==> src/rx_dlcas_pkg.sv <==
// constants and types shared by the data-link route and signalling change block
package rx_dlcas_pkg;

    // register indices; byte address is four times the index
    localparam logic [11:0] IDX_LINK_SEL = 12'h10c;
    localparam logic [11:0] IDX_CAS_0_7 = 12'h10d;
    localparam logic [11:0] IDX_CAS_8_15 = 12'h10e;
    localparam logic [11:0] IDX_IRQ_STATUS = 12'h120;
    localparam logic [11:0] IDX_IRQ_MASK = 12'h121;

    localparam logic [11:0] ADDR_LINK_SEL = {IDX_LINK_SEL[9:0], 2'b00};
    localparam logic [11:0] ADDR_CAS_0_7 = {IDX_CAS_0_7[9:0], 2'b00};
    localparam logic [11:0] ADDR_CAS_8_15 = {IDX_CAS_8_15[9:0], 2'b00};
    localparam logic [11:0] ADDR_IRQ_STATUS = {IDX_IRQ_STATUS[9:0], 2'b00};
    localparam logic [11:0] ADDR_IRQ_MASK = {IDX_IRQ_MASK[9:0], 2'b00};

    // data-link destination select
    typedef enum logic [1:0] {
        ROUTE_LAPD_SER = 2'b00,
        ROUTE_SER = 2'b01,
        ROUTE_OH_SER = 2'b10,
        ROUTE_FORCE_ONE = 2'b11
    } route_e;

    // field layout
    localparam int unsigned LINK_SEL_LSB = 0;
    localparam int unsigned SIG_W = 4;
    localparam int unsigned CH_PER_GROUP = 8;
    localparam int unsigned GROUPS = 2;
    localparam int unsigned IRQ_W = 2;
    localparam int unsigned IRQ_BIT_CAS_0_7 = 0;
    localparam int unsigned IRQ_BIT_CAS_8_15 = 1;

    // values after reset
    localparam logic [1:0] RST_LINK_SEL = 2'h0;
    localparam logic [7:0] RST_CAS_FLAGS = 8'h00;
    localparam logic [SIG_W-1:0] RST_SIG_LAST = 4'h0;
    localparam logic [1:0] RST_IRQ_STATUS = 2'h0;
    localparam logic [1:0] RST_IRQ_MASK = 2'h0;
    localparam logic [31:0] RST_PRDATA = 32'h0000_0000;

endpackage : rx_dlcas_pkg

==> src/rx_datalink_route_cas_change.sv <==
// receive data-link routing and signalling change flags with an apb register slave
//
// Contract
// - select 00 sends link bits to lapd controller 1 and the serial output.
// - select 01 sends link bits to the serial output only.
// - select 10 sends link bits to the overhead and serial outputs.
// - select 11 replaces every link bit with a one.
// - only lapd controller 1 is connected to the link bits.
// - first change register: channels 0..7, msb is channel 0.
// - second change register: channels 8..15, msb is channel 8.
// - flags are set only while the stream uses channel-associated signalling; otherwise they are held at zero.
// - route select and all change flags reset to zero.
//
// The APB interface to the registers was chosen for this implementation.
`timescale 1ns/1ps
module rx_datalink_route_cas_change
    import rx_dlcas_pkg::*;
(
    // clock and reset
    input wire logic pclk,
    input wire logic presetn,
    // apb slave
    input wire logic psel,
    input wire logic penable,
    input wire logic pwrite,
    input wire logic [11:0] paddr,
    input wire logic [31:0] pwdata,
    input wire logic [3:0] pstrb,
    output logic [31:0] prdata,
    output logic pready,
    output logic pslverr,
    // incoming bit stream from the framer
    input wire logic rx_bit_valid,
    input wire logic rx_bit,
    input wire logic rx_bit_is_link,
    // extracted signalling from the framer
    input wire logic cas_active,
    input wire logic sig_valid,
    input wire logic [4:0] sig_channel,
    input wire logic [SIG_W-1:0] sig_bits,
    // serial output
    output logic rx_serial_out,
    output logic rx_serial_valid,
    // overhead output
    output logic rx_overhead_out,
    output logic rx_overhead_valid,
    // receive lapd controller 1
    output logic lapd1_bit,
    output logic lapd1_valid,
    // interrupt
    output logic irq
);

    ////////////////////////////////////////////////////////////////////////////////
    // address decode

    function automatic logic reg_hit(input logic [11:0] a, input logic [11:0] reg_addr);
        reg_hit = (a == reg_addr);
    endfunction : reg_hit

    logic hit_link_sel;
    logic hit_cas_lo;
    logic hit_cas_hi;
    logic hit_irq_status;
    logic hit_irq_mask;
    logic hit_any;

    always_comb begin
        hit_link_sel = reg_hit(paddr, ADDR_LINK_SEL);
        hit_cas_lo = reg_hit(paddr, ADDR_CAS_0_7);
        hit_cas_hi = reg_hit(paddr, ADDR_CAS_8_15);
        hit_irq_status = reg_hit(paddr, ADDR_IRQ_STATUS);
        hit_irq_mask = reg_hit(paddr, ADDR_IRQ_MASK);
        hit_any = hit_link_sel | hit_cas_lo | hit_cas_hi | hit_irq_status | hit_irq_mask;
    end

    ////////////////////////////////////////////////////////////////////////////////
    // apb response: one wait state, read data captured on the first access edge

    logic [31:0] next_prdata;
    logic next_pready;
    logic next_pslverr;
    logic [31:0] rd_value;
    logic complete;
    logic wr_commit;
    logic rd_commit;

    route_e link_sel;
    logic [7:0] cas_flags [GROUPS];
    logic [IRQ_W-1:0] irq_status;
    logic [IRQ_W-1:0] irq_mask;

    always_comb begin
        rd_value = 32'h0000_0000;
        if (hit_link_sel) begin
            rd_value[LINK_SEL_LSB +: 2] = link_sel;
        end else if (hit_cas_lo) begin
            rd_value[7:0] = cas_flags[0];
        end else if (hit_cas_hi) begin
            rd_value[7:0] = cas_flags[1];
        end else if (hit_irq_status) begin
            rd_value[IRQ_W-1:0] = irq_status;
        end else if (hit_irq_mask) begin
            rd_value[IRQ_W-1:0] = irq_mask;
        end
    end

    always_comb begin
        next_prdata = prdata;
        next_pready = 1'b0;
        next_pslverr = 1'b0;
        if (psel && penable && !pready) begin
            next_pready = 1'b1;
            next_prdata = pwrite ? 32'h0000_0000 : rd_value;
            next_pslverr = !hit_any;
        end
    end

    always_comb begin
        complete = psel && penable && pready;
        wr_commit = complete && pwrite && !pslverr && pstrb[0];
        rd_commit = complete && !pwrite && !pslverr;
    end

    always_ff @(posedge pclk or negedge presetn) begin
        if (!presetn) begin
            prdata <= RST_PRDATA;
            pready <= 1'b0;
            pslverr <= 1'b0;
        end else begin
            prdata <= next_prdata;
            pready <= next_pready;
            pslverr <= next_pslverr;
        end
    end

    ////////////////////////////////////////////////////////////////////////////////
    // control registers

    route_e next_link_sel;
    logic [IRQ_W-1:0] next_irq_mask;

    always_comb begin
        next_link_sel = link_sel;
        next_irq_mask = irq_mask;
        if (wr_commit && hit_link_sel) begin
            next_link_sel = route_e'(pwdata[LINK_SEL_LSB +: 2]);
        end
        if (wr_commit && hit_irq_mask) begin
            next_irq_mask = pwdata[IRQ_W-1:0];
        end
    end

    always_ff @(posedge pclk or negedge presetn) begin
        if (!presetn) begin
            link_sel <= route_e'(RST_LINK_SEL);
            irq_mask <= RST_IRQ_MASK;
        end else begin
            link_sel <= next_link_sel;
            irq_mask <= next_irq_mask;
        end
    end

    ////////////////////////////////////////////////////////////////////////////////
    // signalling change tracking, one group per change register

    logic [GROUPS-1:0] grp_event;

    generate
        for (genvar g = 0; g < GROUPS; g++) begin : gen_group
            logic grp_upd;
            logic [7:0] grp_clr;
            logic grp_hit;

            assign grp_hit = (g == 0) ? hit_cas_lo : hit_cas_hi;
            // channels 16 and up belong to other logic and are ignored here
            assign grp_upd = sig_valid && (sig_channel[4:3] == 2'(g));
            // clear only what the completing read returned
            assign grp_clr = (rd_commit && grp_hit) ? prdata[7:0] : 8'h00;

            cas_change_group u_group (
                .pclk(pclk),
                .presetn(presetn),
                .cas_active(cas_active),
                .upd_valid(grp_upd),
                .upd_chan(sig_channel[2:0]),
                .upd_bits(sig_bits),
                .clr_mask(grp_clr),
                .flags(cas_flags[g]),
                .set_event(grp_event[g])
            );
        end
    endgenerate

    ////////////////////////////////////////////////////////////////////////////////
    // interrupt status, mask and output

    logic [IRQ_W-1:0] next_irq_status;
    logic [IRQ_W-1:0] irq_clr;
    logic [IRQ_W-1:0] irq_set;
    logic next_irq;

    always_comb begin
        irq_set = '0;
        irq_set[IRQ_BIT_CAS_0_7] = grp_event[0];
        irq_set[IRQ_BIT_CAS_8_15] = grp_event[1];
        irq_clr = (rd_commit && hit_irq_status) ? prdata[IRQ_W-1:0] : '0;
        // a new event wins over the clearing read
        next_irq_status = (irq_status & ~irq_clr) | irq_set;
        next_irq = |(irq_status & irq_mask);
    end

    always_ff @(posedge pclk or negedge presetn) begin
        if (!presetn) begin
            irq_status <= RST_IRQ_STATUS;
            irq <= 1'b0;
        end else begin
            irq_status <= next_irq_status;
            irq <= next_irq;
        end
    end

    ////////////////////////////////////////////////////////////////////////////////
    // data-link steering

    logic next_serial_out;
    logic next_serial_valid;
    logic next_overhead_out;
    logic next_overhead_valid;
    logic next_lapd1_bit;
    logic next_lapd1_valid;

    always_comb begin
        next_serial_out = rx_serial_out;
        next_serial_valid = 1'b0;
        next_overhead_out = rx_overhead_out;
        next_overhead_valid = 1'b0;
        next_lapd1_bit = lapd1_bit;
        next_lapd1_valid = 1'b0;
        if (rx_bit_valid) begin
            next_serial_valid = 1'b1;
            next_serial_out = rx_bit;
            if (rx_bit_is_link) begin
                unique case (link_sel)
                    ROUTE_LAPD_SER: begin
                        // lapd controller 1 is the only lapd tap on the link
                        next_lapd1_bit = rx_bit;
                        next_lapd1_valid = 1'b1;
                    end
                    ROUTE_SER: begin
                        next_serial_out = rx_bit;
                    end
                    ROUTE_OH_SER: begin
                        next_overhead_out = rx_bit;
                        next_overhead_valid = 1'b1;
                    end
                    ROUTE_FORCE_ONE: begin
                        next_serial_out = 1'b1;
                    end
                endcase
            end
        end
    end

    always_ff @(posedge pclk or negedge presetn) begin
        if (!presetn) begin
            rx_serial_out <= 1'b1;
            rx_serial_valid <= 1'b0;
            rx_overhead_out <= 1'b1;
            rx_overhead_valid <= 1'b0;
            lapd1_bit <= 1'b1;
            lapd1_valid <= 1'b0;
        end else begin
            rx_serial_out <= next_serial_out;
            rx_serial_valid <= next_serial_valid;
            rx_overhead_out <= next_overhead_out;
            rx_overhead_valid <= next_overhead_valid;
            lapd1_bit <= next_lapd1_bit;
            lapd1_valid <= next_lapd1_valid;
        end
    end

endmodule : rx_datalink_route_cas_change

==> src/cas_change_group.sv <==
// change flags for one group of eight signalling channels
`timescale 1ns/1ps
module cas_change_group
    import rx_dlcas_pkg::*;
(
    // clock and reset
    input wire logic pclk,
    input wire logic presetn,
    // signalling updates
    input wire logic cas_active,
    input wire logic upd_valid,
    input wire logic [2:0] upd_chan,
    input wire logic [SIG_W-1:0] upd_bits,
    // read side
    input wire logic [7:0] clr_mask,
    output logic [7:0] flags,
    output logic set_event
);

    logic [SIG_W-1:0] last [CH_PER_GROUP];
    logic [SIG_W-1:0] next_last [CH_PER_GROUP];
    logic [7:0] next_flags;
    logic [7:0] set_vec;

    always_comb begin
        next_last = last;
        set_vec = 8'h00;
        if (cas_active && upd_valid) begin
            if (upd_bits != last[upd_chan]) begin
                // msb is the lowest channel of the group
                set_vec[3'(3'd7 - upd_chan)] = 1'b1;
            end
            next_last[upd_chan] = upd_bits;
        end
        // while cas is active only bits actually returned by a read are cleared; a new set wins
        next_flags = (flags & ~clr_mask) | set_vec;
        if (!cas_active) begin
            next_flags = RST_CAS_FLAGS;
        end
    end

    assign set_event = |set_vec;

    always_ff @(posedge pclk or negedge presetn) begin
        if (!presetn) begin
            flags <= RST_CAS_FLAGS;
            for (int i = 0; i < CH_PER_GROUP; i++) begin
                last[i] <= RST_SIG_LAST;
            end
        end else begin
            flags <= next_flags;
            last <= next_last;
        end
    end

endmodule : cas_change_group

==> config.mk <==
export PLATFORM = sky130hd
export DESIGN_NAME = rx_datalink_route_cas_change
export DESIGN_NICKNAME = d
export VERILOG_FILES = /design/src/rx_dlcas_pkg.sv /design/src/rx_datalink_route_cas_change.sv /design/src/cas_change_group.sv
export SDC_FILE = /design/constraint.sdc
export NUM_CORES = 1
export LEC_CHECK = 0
export ABC_AREA = 1
export BUFFER_PORTS_ARGS = -buffer_cell sky130_fd_sc_hd__buf_4
export CAP_MARGIN = 20
export CORE_ASPECT_RATIO = 0.9
export CORE_MARGIN = 3
export CORE_UTILIZATION = 42
export DETAILED_ROUTE_END_ITERATION = 7
export PLACE_DENSITY_LB_ADDON = 0.08
export SLEW_MARGIN = 0
export SYNTH_ARGS = -nofsm -noshare
export SYNTH_HDL_FRONTEND = slang
export SYNTH_HIERARCHICAL = 1
export SYNTH_SLANG_ARGS = --single-unit
==> constraint.sdc <==
create_clock -name pclk -period 1.6 [get_ports pclk]
set_clock_uncertainty 0.15 [all_clocks]
set_input_delay 0.4 -clock pclk [delete_from_list [all_inputs] [get_ports pclk]]
set_output_delay 0.4 -clock pclk [all_outputs]
set_load 0.05 [all_outputs]
After elaboration in Yosys (flattened, before gate mapping)
Cells that the tools add are included. W data, S select, Z words.

Reduce and logical (&&, ||, !) cells: 30. Order comparisons: 4. Bitwise logic cells: 15. Multiplexer cells: 40. Add/subtract/negate cells: 1. Eq/ne operators: 10.

Operators by type and width (count): $mux W8 (10); $bwmux W32 (2); $eq A12 B11 Y1 const B (5); $bmux W4 S3 (2); $mux W4 (5); $logic_and A1 B1 Y1 (19); $and A8 B8 Y8 (2); $not A8 Y8 (2); $or A8 B8 Y8 (2); $reduce_or A8 Y1 (2); $demux W4 S3 (1); $mux W1 (12); $mux W6 (2); $mux W2 (5); $ne A4 B4 Y1 (2); $reduce_and A3 Y1 (2); $and A2 B2 Y2 (2); $eq A2 B2 Y1 const B (2); $ge A4 B4 Y1 const B (1); $logic_not A1 Y1 (4); $logic_not A2 Y1 (2); $lt A3 B4 Y1 const B (1); $lt A4 B1 Y1 const B (1); $not A3 Y4 (1); 8 further kinds (11).

Bits in registers: 127. Output and inout port bits: 41. Logic and storage cells: 131.

Longest topological paths before layout
Gate-level depths: netlist (run 1).

Depth in word-level cells: 10. Gate-level depth with buffers: 16.

Cells and area by module
Netlist (run 1), hierarchy kept.

By module, submodules not included: cas_change_group at gen_group[0].u_group (seq. area each 1001.0 µm², instances 1, area an instance 2168.3 µm², cells each 280); cas_change_group at gen_group[1].u_group (seq. area each 1001.0 µm², instances 1, area an instance 2159.6 µm², cells each 282); rx_datalink_route_cas_change (seq. area each 579.3 µm², instances 1, area an instance 1526.5 µm², cells each 222).

Least setup slack after synthesis (run 1)
Ideal clock, no wire load.

Path type: input to register. From: input port sig_valid. To: register irq_status[0]. Slack: -0.270 ns. Stages: 8. Data required time: 1.326 ns. Arrival time: 1.596 ns. Path through: nor3b_1 nand2_1 inv_1 nand3_1 inv_1 o41ai_1 nand2_1 o21bai_1.

Longest elaborated chain between the ends: 5.

RTL lines: start, declared (line rx_datalink_route_cas_change.sv:38) `input wire logic sig_valid,`; $logic_and A1 B1 Y1 (line rx_datalink_route_cas_change.sv:177) `assign grp_upd = sig_valid && (sig_channel[4:3] == 2'(g));`; $logic_and A1 B1 Y1 (line cas_change_group.sv:28) `if (cas_active && upd_valid) begin`; $mux W8 (line cas_change_group.sv:28); $reduce_or A8 Y1 (line cas_change_group.sv:42) `assign set_event = |set_vec;`; named net grp_event[0] (line rx_datalink_route_cas_change.sv:167) `logic [GROUPS-1:0] grp_event;`; $or A2 B2 Y2 (line rx_datalink_route_cas_change.sv:209) `next_irq_status = (irq_status & ~irq_clr) | irq_set;`; named net next_irq_status[0] (line rx_datalink_route_cas_change.sv:198) `logic [IRQ_W-1:0] next_irq_status;`; end signal, assigned (line rx_datalink_route_cas_change.sv:218) `irq_status <= next_irq_status;`; end, declared (line rx_datalink_route_cas_change.sv:90) `logic [IRQ_W-1:0] irq_status;`.

The timed path passes the listed nets, and every way through them passes these cells. A chain may end at the register's enable or synchronous reset.

Final worst setup path (run 1)
From: register gen_group[0].u_group/last[7] (netlist bit). To: register irq_status[0].

Longest elaborated chain between the ends: 8.

RTL lines: start, declared (line cas_change_group.sv:20) `logic [SIG_W-1:0] last [CH_PER_GROUP];`; start signal, assigned (line cas_change_group.sv:52) `last <= next_last;`; $bmux W4 S3 (line cas_change_group.sv:29) `if (upd_bits != last[upd_chan]) begin`; $mux W4 (not written as such) (2 in a row) (line cas_change_group.sv:29); $ne A4 B4 Y1 (line cas_change_group.sv:29); $mux W8 (line cas_change_group.sv:29); $mux W8 (line cas_change_group.sv:28); $reduce_or A8 Y1 (line cas_change_group.sv:42); named net grp_event[0] (line rx_datalink_route_cas_change.sv:167); $or A2 B2 Y2 (line rx_datalink_route_cas_change.sv:209); named net next_irq_status[0] (line rx_datalink_route_cas_change.sv:198).

The timed path passes the listed nets, and every way through them passes these cells. The select of a mux whose other input is x is not followed.

==> run_results.csv, run 1 <==
group,metric,value,unit
status,outcome,"complete, but fails checks",
status,violations,"negative setup slack",
timing,clock.fmax,0.549,GHz
grt,grt_use_total,19.6,%
grt,grt_pass1_vias,5049,
finish,drive_above_1_share,29.8,%
timing,finalSetupViolCount,16,
setup_path,critical_path_peak_fanout,3,
route,highest_layer,"met4",
placement,io_buffers,50,
clocking,htreeDepth,3,
finish,fin_nets,990,
timing,tns,-1.55,ns
clocking,clk_latency,0.35,ns
setup_path,crit_top_cell,"nand2_1",
yosys,syn_inst,784,
clocking,clock_sink_count,103,
yosys,syn_area,0.00585,mm2
setup_path,reg2reg_slack,-0.22,ns
clocking,path_clk_slew,0.07,ns
floorplanning,die_area,0.0154,mm2
floorplanning,ios,108,
clocking,cts_tree,"yes",
route,wl_met3,606,um
floorplanning,die_y,118,um
clocking,root_buffer,"clkbuf_16",
finish,instances_no_fill,1096,
min_path,hold_start,"rx_bit_valid",
route,drc,0,
setup_path,r2r_cells,11,
setup_path,cpPeakStageDelay,0.38,ns
yosys,synth_ff_type,"dfrtp_1",
setup_path,end_kind,"flop",
placement,place.detailed.hpwl,11400,um
route,final_antenna_net_count,0,
finish,areaGrowthSynthToFinish,28.9,%
route,vias,5202,
timing,rsz0062_at_grt,"true",
clocking,cts_buffers,9,
yosys,synthMuxAreaShare,0,%
yosys,synth-xor-area-share,0,%
job,maxCapViolations,0,
placement,dp.cells,1071,
min_path,min_path_type,"in -> reg",
yosys,synthAdderAreaFrac,0,%
placement,gp_congestion,0.943,
route,wl_met1,7110,um
setup_path,crit_path_top_delay_cell,"dfrtp_1",
floorplanning,placementRows,40,
setup_path,r2r-end,"irq_status[0]$_DFF_PN0_",
pwr,p_per_area,888,mW/mm2
min_path,worstHoldPathCells,1,
setup_path,cp.arrival,1.90,ns
setup_path,cp-start-kind,"flop",
route,wl_met2,6860,um
yosys,ys_ff_latch,103,
floorplanning,die_x,130,um
yosys,avgSynthCellArea,7.47,um2
yosys,yosys_warnings,6,
timing,hold_viol,0,
setup_path,crit_chain,"inv_2 -> nand2_1 -> nand3_1 -> nand2_1 -> o21ai_1 -> nand2_1 -> nor2_4 -> nand3_4 -> o41ai_2 -> nand2_1 -> o21bai_1",
route,wl,14800,um
route,post_drt_wl_per_cell,13.5,um
grt,antenna_found_initial,0,
floorplanning,start_util,43.3,%
min_path,holdPathEnd,"rx_serial_valid$_DFF_PN0_",
finish,nFillCells,1273,
clocking,cts.path.max_buffers,2,
yosys,synth_top_family_by_area,"simple AND/OR/NAND/NOR gates",
finish,final_core_util,55.8,%
pwr,p_leak,0.00368,uW
grt,grt_pass1_wl,24400,um
grt,grt_max_degree,30,
yosys,seq_area_frac_synth,44.1,%
finish,n_antenna_cell,0,
setup_path,crit_type,"reg -> reg",
route,avgViaCountPerCell,4.75,
timing,period_needed,1.82,ns
yosys,yosys.area_share.simple,30.7,%
yosys,async_flop_share,100,%
placement,dp_worst_setup_slack,-0.499,ns
timing,slew_viol_final,0,
pwr,peakVddDrop,0.762,mV
yosys,synth_cell_type_count,36,
route,firstDrtPassIters,4,
yosys,synth_edf_count,0,
timing,min_period_over_period,114,%
setup_path,r2r_start,"gen_group[0].u_group/last[7]$_DFFE_PN0P_",
route,drtIter0Drc,256,
grt,globalRouteOverflowTotal,0,
timing,fin_ws,-0.222,ns
yosys,synth_compound_area_share,10.9,%
floorplanning,coreArea,0.0135,mm2
setup_path,cp_data_required_time,1.68,ns
synth_stat cells (5+ instances only):
master   number  share of area [%]
buf_4        27                3.5
nand3_2       6                1.0
nand2_1     266                 17
o21ai_0      82                7.0
nand3_1      28                2.4
nand2_2      19                2.0
inv_2         6               0.38
dfrtp_1     100                 43
inv_1       114                7.3
nor2_4        6                1.2
nor2_1       48                3.1
a21oi_1      19                1.6
o21ai_1      13                1.1
buf_6         5               0.96
flip-flops by register name (all words and copies together), names as in the netlist, 2 cells and up:
register	flops
prdata	8
gen_group.u_group/last	64
link_sel	2
irq_mask	2
gen_group.u_group/flags	16
irq_status	2
per-stage QoR:
step / cell area, um2 / hold WS [ns] / total power (uW)
2_1_floorplan: 6010 / -0.0456 / 3920
3_3_place_gp: 6930 / 0.219 / 4260
3_5_place_dp: 6930 / 0.218 / 4290
4_1_cts: 7390 / 0.0299 / 6730
5_1_grt: 7540 / 0.0310 / 7060
6_report: 7540 / 0.0453 / 6700
per-layer routing:
metal  global-route usage [%]  vias to the layer above
li1                         -                     2660
met4                     4.82                        0
met3                     3.77                       23
met5                        0                        -
met2                     31.5                      106
met1                     27.3                     2413
cell families (layout without fill, tap and decap cells):
logic type | after synthesis | in the layout
AND/OR/NAND/NOR | 395 | 396
AO/OA/AOI/OAI | 122 | 122
other | 1 | 24
flip-flops | 103 | 103
buffers and inverters | 163 | 283
power breakdown:
part	total [uW]	switching [uW]	internal (uW)	leakage [uW]
Sequential	3020	123	2890	0.00127
Combinational	1330	849	484	0.00226
Clock	2350	978	1380	0.000146
cell type report:
| cell class | instances | area (um2) | share of cell area (%) |
|---|---|---|---|
| multi-input combinational | 542 | 2740 | 36.4 |
| sequential | 103 | 2580 | 34.2 |
| timing repair buffer | 144 | 1210 | 16.0 |
| inverter | 123 | 482 | 6.38 |
| clock buffer | 11 | 233 | 3.08 |
| tap | 168 | 210 | 2.79 |
| clock inverter | 5 | 83.8 | 1.11 |
worst max-delay path: cells and delay by family (launching register included):
family          cells  cell delay (ns)
flops               1             0.38
buf+inv             1             0.06
simple gates        7             0.73
compound gates      3             0.38
worst max-delay path by stage:
stage	from	to	slack [ns]	cells past startpoint
after global placement	sig_channel[0]	irq_status[0]$_DFF_PN0_	-0.48	12
after floorplan	sig_channel[0]	irq_status[0]$_DFF_PN0_	-0.23	13
after global routing	gen_group[0].u_group/last[7]$_DFFE_PN0P_	irq_status[0]$_DFF_PN0_	-0.29	11
final	gen_group[0].u_group/last[7]$_DFFE_PN0P_	irq_status[0]$_DFF_PN0_	-0.22	11
after CTS	gen_group[0].u_group/last[23]$_DFFE_PN0P_	irq_status[0]$_DFF_PN0_	-0.17	11
after detailed placement	sig_channel[0]	irq_status[0]$_DFF_PN0_	-0.50	12
layout by cell type (no fill, tap or decap), types with 9 or more instances in the layout:
master	count
a21oi_1	12
buf_4	125
buf_6	9
clkbuf_16	9
conb_1	24
dfrtp_1	98
inv_1	98
inv_2	22
nand2_1	244
nand2_2	33
nand3_1	25
nand3_2	9
nor2_1	46
o21ai_0	77
o21ai_1	15
repair_timing:
action	CTS	global route
hold buffers	1	0
pin swaps	7	14
gates cloned	1	0
setup buffers	3	4
endpoints found under the hold margin	22	0
resized for setup	40	40
setup endpoints to repair	23	37
Power figures use the tool's default switching activity.
==> inputs of run 2 (changes only) <==
BUFFER_PORTS_ARGS = default   (was -buffer_cell sky130_fd_sc_hd__buf_4)
DONT_BUFFER_PORTS = 1   (was default)
clock period = 2.35 ns   (was 1.6 ns; I/O delays follow)
==> run_results.csv, run 2 (synthesis gave the netlist of run 1 again) <==
group,metric,value,unit
finish,fin_area,0.00628,mm2
setup_path,end_kind,"output port",
timing,whs,-0.225,ns
clocking,root_buffer,"clkbuf_16",
setup_path,r2r_cells,12,
timing,clock.fmax,0.559,GHz
route,drtIter0Drc,211,
finish,fin_nets,863,
grt,grt_pass1_vias,4436,
setup_path,r2r_start,"gen_group[1].u_group/last[10]$_DFFE_PN0P_",
clocking,htreeDepth,3,
finish,mostFrequentLayoutCells,"nand2_1, inv_1, dfrtp_1",
status,violations,"negative hold slack",
timing,slew-limit-headroom,64.4,%
clocking,cts_tree,"yes",
finish,top_register,"gen_group.u_group/last",
timing,rsz0062_at_grt,"false",
finish,n_antenna_cell,0,
setup_path,reg2reg_slack,0.57,ns
pwr,clkPwrFrac,39.5,%
timing,hold_viol,103,
grt,grt_max_degree,104,
floorplanning,die_y,118,um
min_path,min_path_type,"in -> async",
setup_path,r2r-end,"irq_status[1]$_DFF_PN0_",
finish,drive_above_1_share,11.5,%
grt,grt_use_total,17.8,%
route,final_antenna_net_count,0,
clocking,cts_buffers,9,
timing,period_needed,1.79,ns
route,avgViaCountPerCell,4.82,
finish,largest_reg_flops,64,
pwr,p_per_area,697,mW/mm2
setup_path,crit_type,"reg -> out",
clocking,cts_setup_buffers,0,
floorplanning,start_util,43.3,%
clocking,clock_sink_count,103,
floorplanning,die_area,0.0154,mm2
placement,io_buffers,0,
setup_path,cp.arrival,1.05,ns
placement,place_area,0.00593,mm2
route,drc,0,
pwr,pwr-share-seq,47.0,%
pwr,peakVddDrop,0.507,mV
grt,antenna_found_initial,0,
placement,gp_congestion,0.825,
floorplanning,placementRows,40,
pwr,share_comb_of_total_power,13.4,%
pwr,p_leak,0.00301,uW
pwr,p_int,3220,uW
timing,tns,0,ns
floorplanning,coreArea,0.0135,mm2
finish,nFillCells,1371,
placement,place.detailed.hpwl,9460,um
job,maxCapViolations,0,
setup_path,crit_start,"rx_overhead_out$_DFFE_PN1P_",
grt,globalRouteOverflowTotal,0,
route,post_drt_wl_per_cell,13.6,um
floorplanning,ios,108,
clocking,cts_resized,0,
pwr,swShare,26.5,%
route,firstDrtPassIters,5,
setup_path,critical_path_peak_fanout,2,
pwr,power_switching,1160,uW
route,wl,13200,um
timing,min_period_over_period,76.1,%
setup_path,cp-start-kind,"flop",
finish,layout_commonest_cell,"nand2_1",
status,outcome,"complete, but fails checks",
finish,areaGrowthSynthToFinish,7.29,%
route,vias,4675,
clocking,cts.path.max_buffers,2,
finish,largestRegisters,"gen_group.u_group/last (64), gen_group.u_group/flags (16), prdata (8)",
setup_path,cp_data_required_time,1.61,ns
timing,finalSetupViolCount,0,
floorplanning,die_x,130,um
timing,worst_pin_slew,0.533,ns
clocking,clk_latency,0.36,ns
grt,grt_pass1_wl,21800,um
clocking,path_clk_slew,0.07,ns
timing,slew_viol_final,0,
## run 2: changes by cell type in the layout (fill, tap and decap cells not counted), moves of 9 or more
cell     previous run  this run
buf_4             125        18
nand2_1           244       266
inv_1              98       114
inv_2              22         6
nand2_2            33        19
buf_6               9         0
## run 2: power groups by stage
stage                     combinational, uW  sequential [uW]  clock [uW]
final                                   589             2060        1730
after global routing                    681             2080        1860
after CTS                               594             2060        1790
after detailed placement                591             2100           0
after global placement                  578             2090           0
after floorplan                         572             2080           0
## run 2: cell type report
class                      count  area (um2)  share of cell area, %
sequential                   103        2580                   41.1
multi-input combinational    541        2530                   40.2
inverter                     123         482                   7.67
clock buffer                  10         239                   3.80
tap                          168         210                   3.35
timing repair buffer          18         135                   2.15
clock inverter                 6         108                   1.71
## run 2: layer usage
layer	track usage, %	vias to the layer above	part of all wire, %
li1	-	2405	-
met3	4.31	8	4.8
met4	5.33	0	1.3
met1	25.7	2162	50
met5	0	-	0
met2	26.3	100	44
## run 2: how the worst max path moves through the flow
stage | end | slack (ns) | cells after the start
6_report | rx_overhead_out | 0.56 | 0
3_5_place_dp | irq_status[1]$_DFF_PN0_ | 0.22 | 12
4_1_cts | rx_overhead_out | 0.55 | 0
3_3_place_gp | irq_status[1]$_DFF_PN0_ | 0.24 | 12
2_1_floorplan | irq_status[0]$_DFF_PN0_ | 0.29 | 8
5_1_grt | irq_status[1]$_DFF_PN0_ | 0.34 | 12
## run 2: stage by stage
step                std cells  utilization [%]  worst slack, ns  hold slack, ns  power, uW
floorplan                 807                -            0.293           0.142       2660
global placement          953             43.9            0.237           0.146       2670
detailed placement        953             43.9            0.224           0.146       2690
CTS                       969             46.5            0.546          -0.241       4440
global route              969             46.5            0.341          -0.249       4620
finish                    969             46.5            0.563          -0.225       4380
